### src/verilog/ssfu_defines.vh
// Constants for the scan system flag unit: offsets, field positions, resets and timing
`ifndef SSFU_DEFINES_VH
`define SSFU_DEFINES_VH

// ----------------------------------------
// Clock and timing
// ----------------------------------------
`define SSFU_CLK_PERIOD_NS 10
`define SSFU_MS_NS 1000000
`define SSFU_MS_CYCLES (`SSFU_MS_NS / `SSFU_CLK_PERIOD_NS)

// Time-base periods in ms, as printed
`define SSFU_PER_20MS 20
`define SSFU_PER_100MS 100
`define SSFU_PER_200MS 200
`define SSFU_PER_1S 1000
`define SSFU_PER_2S 2000
`define SSFU_PER_10S 10000
`define SSFU_PER_20S 20000
`define SSFU_PER_60S 60000
`define SSFU_TB_COUNT 8

// ----------------------------------------
// Register offsets (byte addresses)
// ----------------------------------------
`define SSFU_REG_SUMMARY 8'h00
`define SSFU_REG_FLAGS 8'h04
`define SSFU_REG_CONTROL 8'h08
`define SSFU_REG_WDLIMIT 8'h0C
`define SSFU_REG_DATE 8'h10
`define SSFU_REG_TOD 8'h14
`define SSFU_REG_WEEKDAY 8'h18
`define SSFU_REG_FAULTCNT 8'h1C
`define SSFU_REG_FAULTTAB 8'h20
`define SSFU_FAULT_DEPTH 8

// ----------------------------------------
// Control register fields
// ----------------------------------------
`define SSFU_CTL_INITDONE 0
`define SSFU_CTL_COLD 1
`define SSFU_CTL_CLRLATCH 2
`define SSFU_CTL_RESET 32'h0000_0002
`define SSFU_WDLIMIT_RESET 16'h00C8

// ----------------------------------------
// Fatal summary bit positions
// ----------------------------------------
`define SSFU_BIT_SLOTCFG 2
`define SSFU_BIT_IOFAIL 4
`define SSFU_BIT_SPFAIL 5
`define SSFU_BIT_EXTFAULT 6
`define SSFU_BIT_UNUSED 7
`define SSFU_BIT_OVERRUN 8
`define SSFU_BIT_BADINSTR 9
`define SSFU_BIT_STACK 10
`define SSFU_BIT_CORRUPT 11

// ----------------------------------------
// Calendar
// ----------------------------------------
// Weekday of the reference day, Monday counted as 0
`define SSFU_EPOCH_WDAY 17'h0_0006

`endif

### src/verilog/ssfu_timebase.v
// Millisecond prescaler and half-period counters for the square-wave time bases
`include "ssfu_defines.vh"
`default_nettype none

module ssfu_timebase #(
  parameter MS_CYCLES = `SSFU_MS_CYCLES
) (
  input wire clk_sys,
  input wire rst_n,
  input wire restart,
  output wire msTick,
  output wire [7:0] halfDone
);

  // ----------------------------------------
  // Half periods in ms
  // ----------------------------------------
  function [15:0] ssfuHalfMs;
    input integer idx;
    integer per;
    begin
      case (idx)
        0: per = `SSFU_PER_20MS;
        1: per = `SSFU_PER_100MS;
        2: per = `SSFU_PER_200MS;
        3: per = `SSFU_PER_1S;
        4: per = `SSFU_PER_2S;
        5: per = `SSFU_PER_10S;
        6: per = `SSFU_PER_20S;
        default: per = `SSFU_PER_60S;
      endcase
      ssfuHalfMs = per[16:1];
    end
  endfunction

  localparam integer MS_LAST_I = MS_CYCLES - 1;
  localparam [16:0] MS_LAST = MS_LAST_I[16:0];

  reg [16:0] pre_q;
  reg msTick_q;
  reg [15:0] cnt_q [0:7];
  reg [7:0] halfDone_q;
  integer i;

  // ----------------------------------------
  // Prescaler and counters
  // ----------------------------------------
  // Counters restart with the program so every flag begins a fresh half period
  always @(posedge clk_sys) begin
    if (!rst_n || restart) begin
      pre_q <= 17'h0_0000;
      msTick_q <= 1'b0;
      halfDone_q <= 8'h00;
      for (i = 0; i < 8; i = i + 1) begin
        cnt_q[i] <= 16'h0000;
      end
    end else begin
      msTick_q <= (pre_q == MS_LAST);
      pre_q <= (pre_q == MS_LAST) ? 17'h0_0000 : pre_q + 17'h0_0001;
      for (i = 0; i < 8; i = i + 1) begin
        halfDone_q[i] <= 1'b0;
        if (msTick_q) begin
          if (cnt_q[i] == ssfuHalfMs(i) - 16'h0001) begin
            cnt_q[i] <= 16'h0000;
            halfDone_q[i] <= 1'b1;
          end else begin
            cnt_q[i] <= cnt_q[i] + 16'h0001;
          end
        end
      end
    end
  end

  assign msTick = msTick_q;
  assign halfDone = halfDone_q;

endmodule
`default_nettype wire

### src/verilog/ssfu_flag_unit.v
// Scan system flag unit: user flags, time bases, calendar view and fatal error summary
//
// Summary of operation
// A block error sets a latch that holds until cleared or restart.
// The operation error flag is rewritten after every executed operation.
// Eight square-wave time bases, 20 ms to 60 s, invert each half period.
// Pending time-base inversions are applied only at scan end.
// All time bases go low when init or scan program begins.
// One flag always reads high, another always reads low; the high flag resets low and rises on the first clock after reset.
// First-scan-high flag is high only during the first scan.
// First-scan-low flag is low only during the first scan.
// Scan toggle inverts every scan while running, high in the first scan.
// Setting init-complete ends the init program and starts the scan program.
// Date counts days from 1 Jan 1984; time counts from midnight.
// Weekday runs 0 for Monday up to 6 for Sunday.
// Marked flags reinit at init start; afterwards follow restart mode.
// Fatal errors gather into a 16-bit summary word, bit 7 unused.
// Summary bit 2 sets on slot configuration change during operation.
// Summary bit 4 sets on I/O module read or write failure.
// Summary bit 5 sets on special or communications module failure.
// Summary bit 6 sets on external fatal fault; code goes into table.
// Summary bit 8 sets when a scan exceeds the watchdog limit.
// Summary bit 9 sets on an undecodable instruction.
// Summary bit 10 sets on stack overflow.
// Summary bit 11 sets on corrupt memory or faulty program.
// Fatal bits stay set until restart; scan-end strobe marks scan boundary.
`include "ssfu_defines.vh"
`default_nettype none

module ssfu_flag_unit #(
  parameter MS_CYCLES = `SSFU_MS_CYCLES
) (
  input wire clk_sys,
  input wire rst_n,
  input wire runStart,
  input wire runStop,
  input wire scanEnd,
  input wire opDone,
  input wire opErrIn,
  input wire blockErrEvt,
  input wire slotCfgEvt,
  input wire ioFailEvt,
  input wire spFailEvt,
  input wire extFaultEvt,
  input wire [15:0] extFaultCode,
  input wire badInstrEvt,
  input wire stackOvfEvt,
  input wire progCorruptEvt,
  input wire rtcValid,
  input wire [15:0] rtcDays,
  input wire [31:0] rtcTodMs,
  input wire [7:0] addr,
  input wire [31:0] wdata,
  input wire wr,
  input wire rd,
  output wire [31:0] rdata,
  output wire blockErrorLatch,
  output wire opError,
  output wire tick20ms,
  output wire tick100ms,
  output wire tick200ms,
  output wire tick1s,
  output wire tick2s,
  output wire tick10s,
  output wire tick20s,
  output wire tick60s,
  output wire alwaysHigh,
  output wire alwaysLow,
  output wire firstScanHigh,
  output wire firstScanLow,
  output wire scanAlternate,
  output wire initRunning,
  output wire scanRunning,
  output wire [15:0] calendarDate,
  output wire [31:0] timeOfDay,
  output wire [2:0] weekdayNumber,
  output wire [15:0] fatalErrorSummary
);

  // ----------------------------------------
  // States and helpers
  // ----------------------------------------
  localparam [1:0] ST_STOP = 2'h0;
  localparam [1:0] ST_INIT = 2'h1;
  localparam [1:0] ST_SCAN = 2'h2;

  function [2:0] ssfuWeekday;
    input [15:0] days;
    reg [16:0] s;
    reg [16:0] r;
    begin
      s = {1'b0, days} + `SSFU_EPOCH_WDAY;
      r = s % 17'h0_0007;
      ssfuWeekday = r[2:0];
    end
  endfunction

  function ssfuHit;
    input [7:0] a;
    input [7:0] off;
    begin
      ssfuHit = (a == off);
    end
  endfunction

  reg [1:0] state_q, state_d;
  reg [31:0] ctl_q;
  reg [15:0] wdLimit_q;
  reg [15:0] wdCnt_q;
  reg blockErr_q, opErr_q;
  reg [7:0] tb_q, tbPend_q;
  reg high_q, low_q;
  reg firstHigh_q, firstLow_q, alt_q;
  reg initRun_q, scanRun_q;
  reg [15:0] date_q;
  reg [31:0] tod_q;
  reg [2:0] wday_q;
  reg [15:0] sum_q, sum_d;
  reg [15:0] faultTab_q [0:7];
  reg [3:0] faultCnt_q;
  reg [31:0] rdata_q, rdata_d;
  integer i;

  wire msTick;
  wire [7:0] halfDone;
  wire ctlWr = wr && ssfuHit(addr, `SSFU_REG_CONTROL);
  wire initDoneWr = ctlWr && wdata[`SSFU_CTL_INITDONE] && (state_q == ST_INIT);
  wire scanBegin = initDoneWr;
  wire progBegin = runStart || scanBegin;
  wire restartCold = runStart;
  wire operating = (state_q != ST_STOP);

  // ----------------------------------------
  // Time-base counters
  // ----------------------------------------
  ssfu_timebase #(
    .MS_CYCLES(MS_CYCLES)
  ) u_timebase (
    .clk_sys(clk_sys),
    .rst_n(rst_n),
    .restart(progBegin),
    .msTick(msTick),
    .halfDone(halfDone)
  );

  // ----------------------------------------
  // Run state
  // ----------------------------------------
  always @* begin
    state_d = state_q;
    case (state_q)
      ST_STOP: begin
        if (runStart) begin
          state_d = ST_INIT;
        end
      end
      ST_INIT: begin
        if (runStop) begin
          state_d = ST_STOP;
        end else if (initDoneWr) begin
          state_d = ST_SCAN;
        end
      end
      ST_SCAN: begin
        if (runStop) begin
          state_d = ST_STOP;
        end else if (runStart) begin
          state_d = ST_INIT;
        end
      end
      default: begin
        state_d = ST_STOP;
      end
    endcase
    if (state_q != ST_STOP && runStart && !runStop) begin
      state_d = ST_INIT;
    end
  end

  always @(posedge clk_sys) begin
    if (!rst_n) begin
      state_q <= ST_STOP;
      initRun_q <= 1'b0;
      scanRun_q <= 1'b0;
    end else begin
      state_q <= state_d;
      initRun_q <= (state_d == ST_INIT);
      scanRun_q <= (state_d == ST_SCAN);
    end
  end

  // ----------------------------------------
  // Software registers
  // ----------------------------------------
  // The init-done bit is a command, so it is not kept in the stored control word
  always @(posedge clk_sys) begin
    if (!rst_n) begin
      ctl_q <= `SSFU_CTL_RESET;
      wdLimit_q <= `SSFU_WDLIMIT_RESET;
    end else begin
      if (ctlWr) begin
        ctl_q <= {29'h0000_0000, 1'b0, wdata[`SSFU_CTL_COLD], 1'b0};
      end
      if (wr && ssfuHit(addr, `SSFU_REG_WDLIMIT)) begin
        wdLimit_q <= wdata[15:0];
      end
    end
  end

  // ----------------------------------------
  // Operation error flags
  // ----------------------------------------
  always @(posedge clk_sys) begin
    if (!rst_n) begin
      blockErr_q <= 1'b0;
      opErr_q <= 1'b0;
    end else begin
      if (blockErrEvt) begin
        blockErr_q <= 1'b1;
      end else if (runStart || (ctlWr && wdata[`SSFU_CTL_CLRLATCH])) begin
        blockErr_q <= 1'b0;
      end
      if (opDone) begin
        opErr_q <= opErrIn;
      end
    end
  end

  // ----------------------------------------
  // Time bases and scan flags
  // ----------------------------------------
  // Edges wait for scan end, so a long scan stretches or skips half periods
  always @(posedge clk_sys) begin
    if (!rst_n) begin
      tb_q <= 8'h00;
      tbPend_q <= 8'h00;
      high_q <= 1'b0;
      low_q <= 1'b0;
      firstHigh_q <= 1'b0;
      firstLow_q <= 1'b1;
      alt_q <= 1'b0;
    end else begin
      high_q <= 1'b1;
      low_q <= 1'b0;
      if (progBegin) begin
        tb_q <= 8'h00;
        tbPend_q <= 8'h00;
      end else if (scanEnd && operating) begin
        tb_q <= tb_q ^ (tbPend_q ^ halfDone);
        tbPend_q <= 8'h00;
      end else begin
        tbPend_q <= tbPend_q ^ halfDone;
      end
      if (runStart || (scanBegin && ctl_q[`SSFU_CTL_COLD])) begin
        firstHigh_q <= 1'b1;
        firstLow_q <= 1'b0;
        alt_q <= 1'b1;
      end else if (scanEnd && operating) begin
        firstHigh_q <= 1'b0;
        firstLow_q <= 1'b1;
        alt_q <= ~alt_q;
      end
    end
  end

  // ----------------------------------------
  // Scan watchdog
  // ----------------------------------------
  // A limit of zero disables the check
  always @(posedge clk_sys) begin
    if (!rst_n || progBegin || scanEnd) begin
      wdCnt_q <= 16'h0000;
    end else if (operating && msTick && wdCnt_q != 16'hFFFF) begin
      wdCnt_q <= wdCnt_q + 16'h0001;
    end
  end

  wire overrun = operating && (wdLimit_q != 16'h0000) && (wdCnt_q >= wdLimit_q);

  // ----------------------------------------
  // Fatal summary and external fault table
  // ----------------------------------------
  // Restart clears the word, but an event in the same cycle still lands
  always @* begin
    sum_d = restartCold ? 16'h0000 : sum_q;
    if (slotCfgEvt && operating) begin
      sum_d[`SSFU_BIT_SLOTCFG] = 1'b1;
    end
    if (ioFailEvt) begin
      sum_d[`SSFU_BIT_IOFAIL] = 1'b1;
    end
    if (spFailEvt) begin
      sum_d[`SSFU_BIT_SPFAIL] = 1'b1;
    end
    if (extFaultEvt && extFaultCode != 16'h0000) begin
      sum_d[`SSFU_BIT_EXTFAULT] = 1'b1;
    end
    if (overrun) begin
      sum_d[`SSFU_BIT_OVERRUN] = 1'b1;
    end
    if (badInstrEvt) begin
      sum_d[`SSFU_BIT_BADINSTR] = 1'b1;
    end
    if (stackOvfEvt) begin
      sum_d[`SSFU_BIT_STACK] = 1'b1;
    end
    if (progCorruptEvt) begin
      sum_d[`SSFU_BIT_CORRUPT] = 1'b1;
    end
    sum_d[`SSFU_BIT_UNUSED] = 1'b0;
    sum_d[1:0] = 2'h0;
    sum_d[3] = 1'b0;
    sum_d[15:12] = 4'h0;
  end

  // Codes beyond the table depth are dropped; code zero is not a fault
  always @(posedge clk_sys) begin
    if (!rst_n) begin
      sum_q <= 16'h0000;
      faultCnt_q <= 4'h0;
      for (i = 0; i < `SSFU_FAULT_DEPTH; i = i + 1) begin
        faultTab_q[i] <= 16'h0000;
      end
    end else begin
      sum_q <= sum_d;
      if (extFaultEvt && extFaultCode != 16'h0000 && faultCnt_q < 4'h8) begin
        faultTab_q[faultCnt_q[2:0]] <= extFaultCode;
        faultCnt_q <= faultCnt_q + 4'h1;
      end else if (restartCold) begin
        faultCnt_q <= 4'h0;
        for (i = 0; i < `SSFU_FAULT_DEPTH; i = i + 1) begin
          faultTab_q[i] <= 16'h0000;
        end
      end
    end
  end

  // ----------------------------------------
  // Calendar view
  // ----------------------------------------
  always @(posedge clk_sys) begin
    if (!rst_n) begin
      date_q <= 16'h0000;
      tod_q <= 32'h0000_0000;
      wday_q <= 3'h6;
    end else if (rtcValid) begin
      date_q <= rtcDays;
      tod_q <= rtcTodMs;
      wday_q <= ssfuWeekday(rtcDays);
    end
  end

  // ----------------------------------------
  // Read port
  // ----------------------------------------
  // Read data stand one cycle only; unmapped offsets read zero
  always @* begin
    rdata_d = 32'h0000_0000;
    if (rd) begin
      if (ssfuHit(addr, `SSFU_REG_SUMMARY)) begin
        rdata_d = {16'h0000, sum_q};
      end else if (ssfuHit(addr, `SSFU_REG_FLAGS)) begin
        rdata_d = {10'h000, scanRun_q, initRun_q, alt_q, firstLow_q, firstHigh_q,
                   low_q, high_q, opErr_q, blockErr_q, 1'b0, tb_q, 2'h0, state_q};
      end else if (ssfuHit(addr, `SSFU_REG_CONTROL)) begin
        rdata_d = ctl_q;
      end else if (ssfuHit(addr, `SSFU_REG_WDLIMIT)) begin
        rdata_d = {16'h0000, wdLimit_q};
      end else if (ssfuHit(addr, `SSFU_REG_DATE)) begin
        rdata_d = {16'h0000, date_q};
      end else if (ssfuHit(addr, `SSFU_REG_TOD)) begin
        rdata_d = tod_q;
      end else if (ssfuHit(addr, `SSFU_REG_WEEKDAY)) begin
        rdata_d = {29'h0000_0000, wday_q};
      end else if (ssfuHit(addr, `SSFU_REG_FAULTCNT)) begin
        rdata_d = {28'h000_0000, faultCnt_q};
      end else if (addr[7:5] == 3'h1 && addr[1:0] == 2'h0) begin
        rdata_d = {16'h0000, faultTab_q[addr[4:2]]};
      end
    end
  end

  always @(posedge clk_sys) begin
    if (!rst_n) begin
      rdata_q <= 32'h0000_0000;
    end else begin
      rdata_q <= rdata_d;
    end
  end

  // ----------------------------------------
  // Outputs
  // ----------------------------------------
  assign rdata = rdata_q;
  assign blockErrorLatch = blockErr_q;
  assign opError = opErr_q;
  assign tick20ms = tb_q[0];
  assign tick100ms = tb_q[1];
  assign tick200ms = tb_q[2];
  assign tick1s = tb_q[3];
  assign tick2s = tb_q[4];
  assign tick10s = tb_q[5];
  assign tick20s = tb_q[6];
  assign tick60s = tb_q[7];
  assign alwaysHigh = high_q;
  assign alwaysLow = low_q;
  assign firstScanHigh = firstHigh_q;
  assign firstScanLow = firstLow_q;
  assign scanAlternate = alt_q;
  assign initRunning = initRun_q;
  assign scanRunning = scanRun_q;
  assign calendarDate = date_q;
  assign timeOfDay = tod_q;
  assign weekdayNumber = wday_q;
  assign fatalErrorSummary = sum_q;

endmodule
`default_nettype wire

### config.mk
export PLATFORM = sky130hd
export DESIGN_NAME = ssfu_flag_unit
export DESIGN_NICKNAME = d
export VERILOG_FILES = /design/src/verilog/ssfu_timebase.v /design/src/verilog/ssfu_flag_unit.v
export VERILOG_INCLUDE_DIRS = /design/src /design/src/verilog
export SDC_FILE = /design/constraint.sdc
export NUM_CORES = 1
export LEC_CHECK = 0
export ABC_AREA = 1
export BUFFER_PORTS_ARGS = -buffer_cell sky130_fd_sc_hd__buf_4
export CELL_PAD_IN_SITES_DETAIL_PLACEMENT = 1
export CELL_PAD_IN_SITES_GLOBAL_PLACEMENT = 1
export CORE_UTILIZATION = 50
export CTS_BUF_LIST = sky130_fd_sc_hd__clkbuf_4
export CTS_CLUSTER_DIAMETER = 60
export DETAILED_ROUTE_END_ITERATION = 10
export MAX_ROUTING_LAYER = met4
export PLACE_DENSITY_LB_ADDON = 0.3
export SLEW_MARGIN = 0
export SYNTH_ARGS = -nofsm -noshare
export SYNTH_HDL_FRONTEND = slang
export SYNTH_SLANG_ARGS = --single-unit
### constraint.sdc
create_clock -name clk_sys -period 23.2 [get_ports clk_sys]
set_clock_uncertainty 0.2 [all_clocks]
set_input_delay 3.48 -clock clk_sys [delete_from_list [all_inputs] [get_ports clk_sys]]
set_output_delay 3.48 -clock clk_sys [all_outputs]
set_load 0.02 [all_outputs]
### Word-level counts from Yosys, hierarchy flattened

Memories as Yosys holds them, arrays and structs flattened.
Index checks and enable logic that the tools add are counted.
W data, S select, Z words.

| cells by class | value |
|---|---|
| multiplexer cells | 152 |
| add/sub/neg operators | 20 |
| $lt $le $gt $ge | 2 |
| div/mod/pow operators | 1 |
| reductions and logical operators | 48 |
| bitwise gates (word level) | 29 |
| equality and inequality tests | 22 |

Operators with widths:

| operator | number |
|---|---|
| $mux W16 | 29 |
| $mux W17 | 16 |
| $add A16 B1 Y16 const B | 9 |
| $eq A16 B16 Y1 | 8 |
| $mux W32 | 4 |
| $sub A16 B1 Y16 const B | 8 |
| $mux W1 | 92 |
| $eq A8 B5 Y1 const B | 4 |
| $reduce_bool A16 Y1 | 2 |
| $or A1 B1 Y1 | 24 |
| $reduce_bool A2 Y1 | 12 |
| $mux W22 | 1 |
| $add A16 B3 Y17 const B | 1 |
| $add A17 B1 Y17 const B | 1 |
| $eq A17 B17 Y1 const B | 1 |
| $logic_and A1 B1 Y1 | 17 |
| $mod A17 B3 Y17 const B | 1 |
| $eq A8 B4 Y1 const B | 2 |
| $ge A16 B16 Y1 | 1 |
| $ne A16 B16 Y1 const B | 1 |
| $reduce_or A16 Y1 | 1 |
| $xor A8 B8 Y8 | 2 |
| $mux W12 | 1 |
| $mux W2 | 5 |
| other kinds (18) | 31 |

| storage, ports and cells | value |
|---|---|
| input port bits | 122 |
| word-level logic and storage cells | 308 |
| output and inout bits | 116 |
| memory bits (writable) | 256 |
| register bits after elaboration | 180 |
| memories kept | 2 |

Memory list:

| memory | words | bits a word | rd ports | clocked after memory_dff | write ports | RTL line | RTL |
|---|---|---|---|---|---|---|---|
| faultTab_q | 8 | 16 | 1 | 0 | 8 | ssfu_flag_unit.v:119 | `reg [15:0] faultTab_q [0:7];` |
| u_timebase.cnt_q | 8 | 16 | 8 | 0 | 8 | ssfu_timebase.v:41 | `reg [15:0] cnt_q [0:7];` |

### Depth between registers and ports, before layout

Gate-level depths: netlist of run 1.

| logic depth | value |
|---|---|
| depth in word-level cells | 15 |
| depth in mapped cells | 94 |

### Cells and area by module

A second synthesis of run 1 with hierarchy kept.

| second synthesis, totals | value |
|---|---|
| cells, all modules | 3216 |
| area total of the unflattened synthesis | 25054.0 µm² |

Modules (own cells, without submodules):

| module | sequential area each (µm²) | area an instance (µm²) | instances | cells each |
|---|---|---|---|---|
| ssfu_flag_unit | 6926.6 | 16176.8 | 1 | 2138 |
| ssfu_timebase | 4364.2 | 8877.3 | 1 | 1078 |

### Least setup slack after synthesis of run 1

OpenSTA, ideal clock, no wires.

| timing | value |
|---|---|
| path type | in2reg |
| from | input port rtcDays[1] |
| to | register wday_q[0] (netlist: weekdayNumber[0]) |
| arrival time | 11564 ps |
| stages | 84 |
| buffers on the path | 1 |
| slack | 11328 ps |
| path through | inv_1 -> ha_1 -> inv_2 -> nand2_2 -> nor2_4 -> nand3_1 -> nand2_1 -> nand2_1 -> nand3_4 -> nand2_4 -> nand2_2 -> nand3_1 -> nor2_4 -> nand3_2 -> nand2_4 -> nand3_4 -> nand2_1 -> nand2_2 -> [48 not listed] -> nand2_1 -> nand2_1 -> inv_2 -> ha_1 -> nand3_2 -> nand2_1 -> nand2_1 -> nand2_1 -> nand2_1 -> inv_1 -> nor2_1 -> nand2_1 -> nor2_2 -> nand3_2 -> nand2_1 -> nand3_1 -> nand2_1 -> inv_1 |

| between the ends | value |
|---|---|
| word-level cells in the longest chain between the ends | 2 |

Ends and longest elaborated chain:

| item | RTL line | RTL |
|---|---|---|
| start: declaration | ssfu_flag_unit.v:50 | `input wire [15:0] rtcDays,` |
| $add A16 B3 Y17 (no source line) | -- |  |
| $mod A17 B3 Y17 | ssfu_flag_unit.v:93 | `r = s % 17'h0_0007;` |
| end signal: assignment | ssfu_flag_unit.v:349 | `wday_q <= ssfuWeekday(rtcDays);` |
| end: declaration | ssfu_flag_unit.v:117 | `reg [2:0] wday_q;` |

No other way between the ends.
A chain may end at the register's enable or synchronous reset.

### Worst setup path in the final report of run 1

| timing | value |
|---|---|
| from | input port rtcDays[2] |
| to | register wday_q[0] (netlist: weekdayNumber[0]) |

The elaborated chain is that of the path after synthesis.

==> results.ini, run 1 <==
[floorplanning]
design.core.area_mm2=0.0470
initial_core_util=0.512
die_w_um=221
io_pins=238
dieArea_mm2=0.0490
die_h_um=221
num_rows=79

[power_and_ir_drop]
internal_power_uw=1820
power_frac_comb=0.547
seq_power_share=0.250
switch_pwr_uw=1690
vdd.ir_drop.worst_uv=191
clockPowerShare=0.203
total_leakage_power_uw=0.0115
switching_share=0.483
p_per_area_mw_per_mm2=126

[routing]
wirelength_um=78100
avgRoutedWirePerCell_um=19.9
postRouteAntennaNets=0
via_count=22700
post_drt_via_cell_ratio=5.77
route.detailed.drc=0
drt-initial-drc-count=1539
number_of_iterations_in_the_first_detailed_routing_pass=5

[clock_tree]
ctsLongestPathBuffers=3
cts-hold-fix-buffers=0
cts_buf_count=115
clock_insertion_delay_worst_skew_ns=0.92
cts_num_sinks=436
cts_max_level=3
cts_repair_resize_count=0
clk_transition_reported_paths_ns=0.06
total_setup_buffers_inserted_after_cts=0
root_buffer=clkbuf_4
cts_tree=built

[sta]
fin_setup_tns_ns=0
rsz_0062_raised_after_global_routing=false
clock.fmax_mhz=74.6
timing_hold_violations_final=0
min_period_over_period=0.578
timing_worst_slew_pin_value_ns=1.24
finalWorstPathRequiredPeriod_ns=13.41
relSlewSlack=0.165
drv_slew=0
setup_viol_count_final=0

[outcome]
outcome=finished, final reports clean

[final_layout]
proportion_of_layout_cells_with_a_drive_suffix_above_1=0.183
final-instance-count-excl-fill=3931
final_cell_mix=nand2_1, nor2_1, inv_1
layout.cells.most_common=nand2_1
area_delta_synth_final_pct=15.4
design.final.nets=3381
final_core_utilization=0.591

[critical_path]
critical_path.most_common_cell=nand2_1
worst-r2r-setup-slack_ns=19.34
timing_worst_setup_path_type=in2reg
regToRegEndpoint=faultTab_q[0][15]$_SDFFCE_PN0P_
crit_slowest_cell=nor2_1
cp_num_buf_inv=16
worst-endpoint-arrival_ns=13.95
cp_data_required_time_ns=23.75
setup.worst_path.end_class=flop
cp-start-kind=input pin
peak_per_stage_delay_on_the_critical_path_ns=0.55
critPathTopFamily=simple AND/OR/NAND/NOR gates
crit_fanout=15
timing.rr.start=faultCnt_q[3]$_SDFFE_PN0P_
timing.reg2reg.worst_path_depth=5

[min_path]
timing.hold.worst_path_depth=2
worst_hold_launch=timeOfDay[26]$_SDFFE_PN0P_
hold_end=rdata[26]$_SDFF_PP0_
min-delay-path-class=reg2reg

[logic_synthesis]
synth_top_cell_area_share=0.320
synth_area_leader_cell=edfxtp_1
syn_area_per_cell_um2=8.14
synth-seq-area-share=0.469
synth_seq_cells=436
mappedNetlistArea_mm2=0.0240
ys_warn_count=0
netlist-cell-type-count=60
edff_count_synth=256
ys_top_cells_by_area=edfxtp_1, dfxtp_1, nand2_1
postSynthCellCount=2954
synth_ff_type=edfxtp_1
synth_async_sr_flop_share=0

[placed_design]
placed_cell_count=3713
dp.final_hpwl_um=56200
i_o_buffers=212
finalWeightedCongestion=0.921

[global_route]
grt_usage=0.329
first_global_vias=23800
grt_start_max_net_pins=76
grt_pass1_wl_um=125000
number_of_antenna_violations_at_the_first_check_in_global_routing=4
overflow=0

[flow_run]
cap_viol_max_count=0

==> area by class of cell <==
cell class,instances,area (um^2)
Fill cell,5731,19200
Sequential cell,436,11300
Multi-Input combinational cell,2087,11100
Timing Repair Buffer,225,1690
Clock buffer,183,1370
Inverter,358,1350
Tap cell,607,759
Clock inverter,31,185
Antenna cell,4,10.0
==> metal layers <==
layer / vias to the layer above / GRT usage / share of wire
met5: - / - / 0
met4: 0 / 0.139 / 0.035
met3: 231 / 0.0683 / 0.069
met2: 836 / 0.560 / 0.50
met1: 11100 / 0.374 / 0.40
li1: 10500 / - / -
==> per-stage QoR <==
stage               worst slack, ns  cell area [um^2]  power, uW  hold slack (ns)
global placement               9.48             26200       2710            0.229
CTS                            9.90             27700       3530            0.259
detailed placement             9.03             26200       2820            0.247
finish                         9.79             27800       3510            0.257
global route                   8.72             27800       3800            0.278
floorplan                     11.33             24100       2400            0.218
==> worst max-delay path by stage <==
stage	to	startpoint	depth (start not counted)
2_1_floorplan	weekdayNumber[0]$_SDFFE_PN0P_	rtcDays[1]	84
3_3_place_gp	weekdayNumber[0]$_SDFFE_PN0P_	rtcDays[2]	80
3_5_place_dp	weekdayNumber[0]$_SDFFE_PN0P_	rtcDays[2]	80
4_1_cts	weekdayNumber[0]$_SDFFE_PN0P_	rtcDays[2]	80
5_1_grt	weekdayNumber[0]$_SDFFE_PN0P_	rtcDays[2]	82
6_report	weekdayNumber[0]$_SDFFE_PN0P_	rtcDays[2]	82
==> power by group through the flow <==
stage / Combinational (uW) / Sequential (uW) / Clock [uW]
4_1_cts: 1930 / 878 / 722
6_report: 1920 / 878 / 711
2_1_floorplan: 1500 / 897 / 0
3_3_place_gp: 1820 / 891 / 0
3_5_place_dp: 1920 / 894 / 0
5_1_grt: 2160 / 881 / 758
==> cell usage after synthesis (all sizes together) (24+ instances only) <==
library cell and number:
clkbuf 59, edfxtp 256, dfxtp 180, nor4 25, inv 334, nor2 483, nand2 595, a22oi 35
o21ai 141, nand4 81, xnor2 33, xor2 52, nor3b 37, a31oi 31, a21oi 158, ha 36
nor3 81, nand3 198, clkinv 24
==> cell families (layout without fill, tap and decap cells) <==
kind of cell	count (synthesis)	after routing	synth area share
simple gates	1533	1533	0.308
buf+inv	439	797	0.0715
flops	436	436	0.469
compound gates	424	424	0.102
xor+xnor	85	85	0.0310
fa+ha+maj	36	36	0.0187
other cells	1	13	0.000156
==> tightest hold or removal path, cell delays in order, from the launching register on <==
cell and delay, ns:
dfxtp_1 0.31, inv_1 0.06, nor2_1 0.04
==> sequential cells by signal, summed over array words and instances, names as in the netlist, 2 cells and up <==
register and count:
calendarDate 16, timeOfDay 32, u_timebase.pre_q 17, u_timebase.cnt_q 128, tb_q 8, fatalErrorSummary 8
wdLimit_q 16, wdCnt_q 16, rdata 32, u_timebase.halfDone 8, faultCnt_q 4, faultTab_q 128
state_q 2, weekdayNumber 3, tbPend_q 8
Note: power is estimated with default switching activity, not from simulation.
==> run 2: changes to the inputs <==
--- a/config.mk
+++ b/config.mk
@@ -10,7 +10,7 @@
 export BUFFER_PORTS_ARGS = -buffer_cell sky130_fd_sc_hd__buf_4
 export CELL_PAD_IN_SITES_DETAIL_PLACEMENT = 1
 export CELL_PAD_IN_SITES_GLOBAL_PLACEMENT = 1
-export CORE_UTILIZATION = 50
+export CORE_UTILIZATION = 46
 export CTS_BUF_LIST = sky130_fd_sc_hd__clkbuf_4
 export CTS_CLUSTER_DIAMETER = 60
 export DETAILED_ROUTE_END_ITERATION = 10
==> constraint.sdc (replaced) <==
create_clock -name clk_sys -period 13.2 [get_ports clk_sys]
set_clock_uncertainty 0.2 [all_clocks]
set_input_delay 1.98 -clock clk_sys [delete_from_list [all_inputs] [get_ports clk_sys]]
set_output_delay 1.98 -clock clk_sys [all_outputs]
set_load 0.02 [all_outputs]
==> run 2 against run 1 <==
  * Register-to-register slack got worse by 9.9 ns
  * Count of clock-buffer cells in the layout fell by 11
  * Sequential share of layout area is 0.072 points higher
  * Final area down 0.18%
  * Critical endpoint unchanged
  * Largest power group unchanged
  * Highest routed layer unchanged
==> results.ini, run 2 (synthesized netlist as in run 1, its figures left out) <==
[final_layout]
final_cell_mix=nand2_1, nor2_1, inv_1
sequential_cell_area_mm2=0.0113  ; unchanged
design.final.nets=3379  ; -0.059%
multi_input_area_mm2=0.0111  ; about the same
layout_top_registers=faultTab_q (128), u_timebase.cnt_q (128)
proportion_of_layout_cells_with_a_drive_suffix_above_1=0.180  ; -0.00296
design_area_mm2=0.0277  ; -0.18%
area_delta_synth_final_pct=15.2
fill_cells=6344  ; +11%
layout.cells.most_common=nand2_1

[clock_tree]
total_setup_buffers_inserted_after_cts=0  ; unchanged
cts_repair_resize_count=0  ; unchanged
cts_num_sinks=436  ; unchanged
root_buffer=clkbuf_4
ctsLongestPathBuffers=3  ; unchanged
cts_buf_count=115  ; unchanged
cts_max_level=3  ; unchanged
cts_tree=built
clk_transition_reported_paths_ns=0.07  ; about the same
clock_insertion_delay_worst_skew_ns=0.90  ; -0.02 ns
cts-hold-fix-buffers=0  ; unchanged

[floorplanning]
initial_core_util=0.467  ; -0.0453
num_rows=83  ; +5.1%
die_w_um=231  ; +4.2%
die_h_um=231  ; +4.2%
io_pins=238  ; unchanged
design.core.area_mm2=0.0515  ; +9.7%
dieArea_mm2=0.0532  ; +8.6%

[sta]
timing_hold_violations_final=0  ; unchanged
hold_slack_ns=0.250  ; -0.00718 ns
setup_viol_count_final=0  ; unchanged
relSlewSlack=0.188  ; +0.0225
finalWorstPathRequiredPeriod_ns=11.74
timing.final.ws_setup_ns=1.46  ; -8.33 ns
fin_setup_tns_ns=0  ; unchanged
min_period_over_period=0.889
timing_worst_slew_pin_value_ns=1.22  ; -0.0216 ns
rsz_0062_raised_after_global_routing=false
drv_slew=0  ; unchanged
clock.fmax_mhz=85.2

[placed_design]
finalWeightedCongestion=0.959  ; +4.1%
i_o_buffers=212  ; unchanged
detailed_place.area_mm2=0.0263  ; +0.27%
post-place-ws_ns=0.678  ; -8.36 ns
dp.final_hpwl_um=54700  ; -2.5%

[min_path]
min-delay-path-class=reg2reg

[critical_path]
worst-endpoint-arrival_ns=12.29  ; -1.66 ns
setup.worst_path.end_class=flop
crit_slowest_cell=o21ai_1
cp_data_required_time_ns=13.76  ; -9.99 ns
cp-start-kind=input pin
critical_path.most_common_cell=nand2_1
peak_per_stage_delay_on_the_critical_path_ns=0.35  ; -0.20 ns
crit_fanout=15  ; unchanged
timing_worst_setup_path_type=in2reg

[power_and_ir_drop]
p_per_area_mw_per_mm2=220  ; +74%
switch_pwr_uw=2950  ; +74%
power_frac_comb=0.553  ; +0.006
seq_power_share=0.254  ; +0.004
total_leakage_power_uw=0.0115  ; -0.63%
internal_power_uw=3140  ; +73%
switching_share=0.485  ; +0.00198
clockPowerShare=0.193  ; -0.010
vdd.ir_drop.worst_uv=294  ; +54%

[routing]
postRouteAntennaNets=0  ; unchanged
via_count=22100  ; -2.6%
number_of_iterations_in_the_first_detailed_routing_pass=5  ; unchanged
wirelength_um=75700  ; -3.1%
drt-initial-drc-count=1471  ; -4.4%
post_drt_via_cell_ratio=5.54  ; -4.0%
route.detailed.drc=0  ; unchanged
avgRoutedWirePerCell_um=19.0  ; -4.6%

[outcome]
outcome=finished, final reports clean

[global_route]
grt_pass1_wl_um=119000  ; -4.5%
grt_usage=0.291  ; -0.0378
grt_start_max_net_pins=75  ; -1.3%
overflow=0  ; unchanged
first_global_vias=22800  ; -4.1%
number_of_antenna_violations_at_the_first_check_in_global_routing=4  ; unchanged

[flow_run]
cap_viol_max_count=0  ; unchanged

[run 2: cell types whose count changed in the layout (fill, tap and decap cells not counted), moves of 2 or more]
cell and change:
buf_4 -2, clkbuf_4 -11, inv_2 +2, clkinv_8 -2, inv_8 +2
[run 2: area by class of cell]
cell class	count	share of cell area
diodes	4	0.000361
clock buffers	172	0.0466
clock inverters	32	0.00533
inverters	358	0.0487
multi-input cells	2087	0.400
flip-flops and latches	436	0.408
well taps	680	0.0307
repair buffers	223	0.0604
[run 2: worst paths after layout]
| check | from | endpoint | slack [ns] | cells past startpoint |
|---|---|---|---|---|
| worst min-delay path | timeOfDay[23]$_SDFFE_PN0P_ | rdata[23]$_SDFF_PP0_ | 0.25 | 2 |
| worst min register to register | timeOfDay[23]$_SDFFE_PN0P_ | rdata[23]$_SDFF_PP0_ | 0.25 | 2 |
| worst max register to register | faultCnt_q[3]$_SDFFE_PN0P_ | faultTab_q[7][0]$_SDFFCE_PN0P_ | 9.41 | 5 |
| worst max-delay path | rtcDays[1] | weekdayNumber[0]$_SDFFE_PN0P_ | 1.46 | 82 |
[run 2: layer usage]
layer | share of wire | track usage | vias to the layer above
met4 | 0.034 | 0.111 | 0
li1 | - | - | 10500
met1 | 0.42 | 0.351 | 10800
met5 | 0 | - | -
met2 | 0.49 | 0.485 | 659
met3 | 0.059 | 0.0494 | 172
[run 2: power groups by stage]
stage | clock network [uW] | logic, uW | registers [uW]
2_1_floorplan | 0 | 2640 | 1580
3_3_place_gp | 0 | 3200 | 1570
3_5_place_dp | 0 | 3340 | 1570
4_1_cts | 1200 | 3360 | 1540
5_1_grt | 1260 | 3760 | 1550
6_report | 1180 | 3370 | 1540
[run 2: through the flow]
step	total power, uW	cells	utilization
finish	6080	3992	0.538
global route	6560	3991	0.538
CTS	6100	3988	0.538
detailed placement	4910	3784	0.510
global placement	4760	3784	0.510
floorplan	4210	2962	-
[run 2: critical path, delay by kind of cell]
family	cells	cell delay (ns)
adder cells (fa/ha/maj)	2	0.45
AO/OA/AOI/OAI	2	0.54
buffers and inverters	11	0.94
AND/OR/NAND/NOR	67	8.33
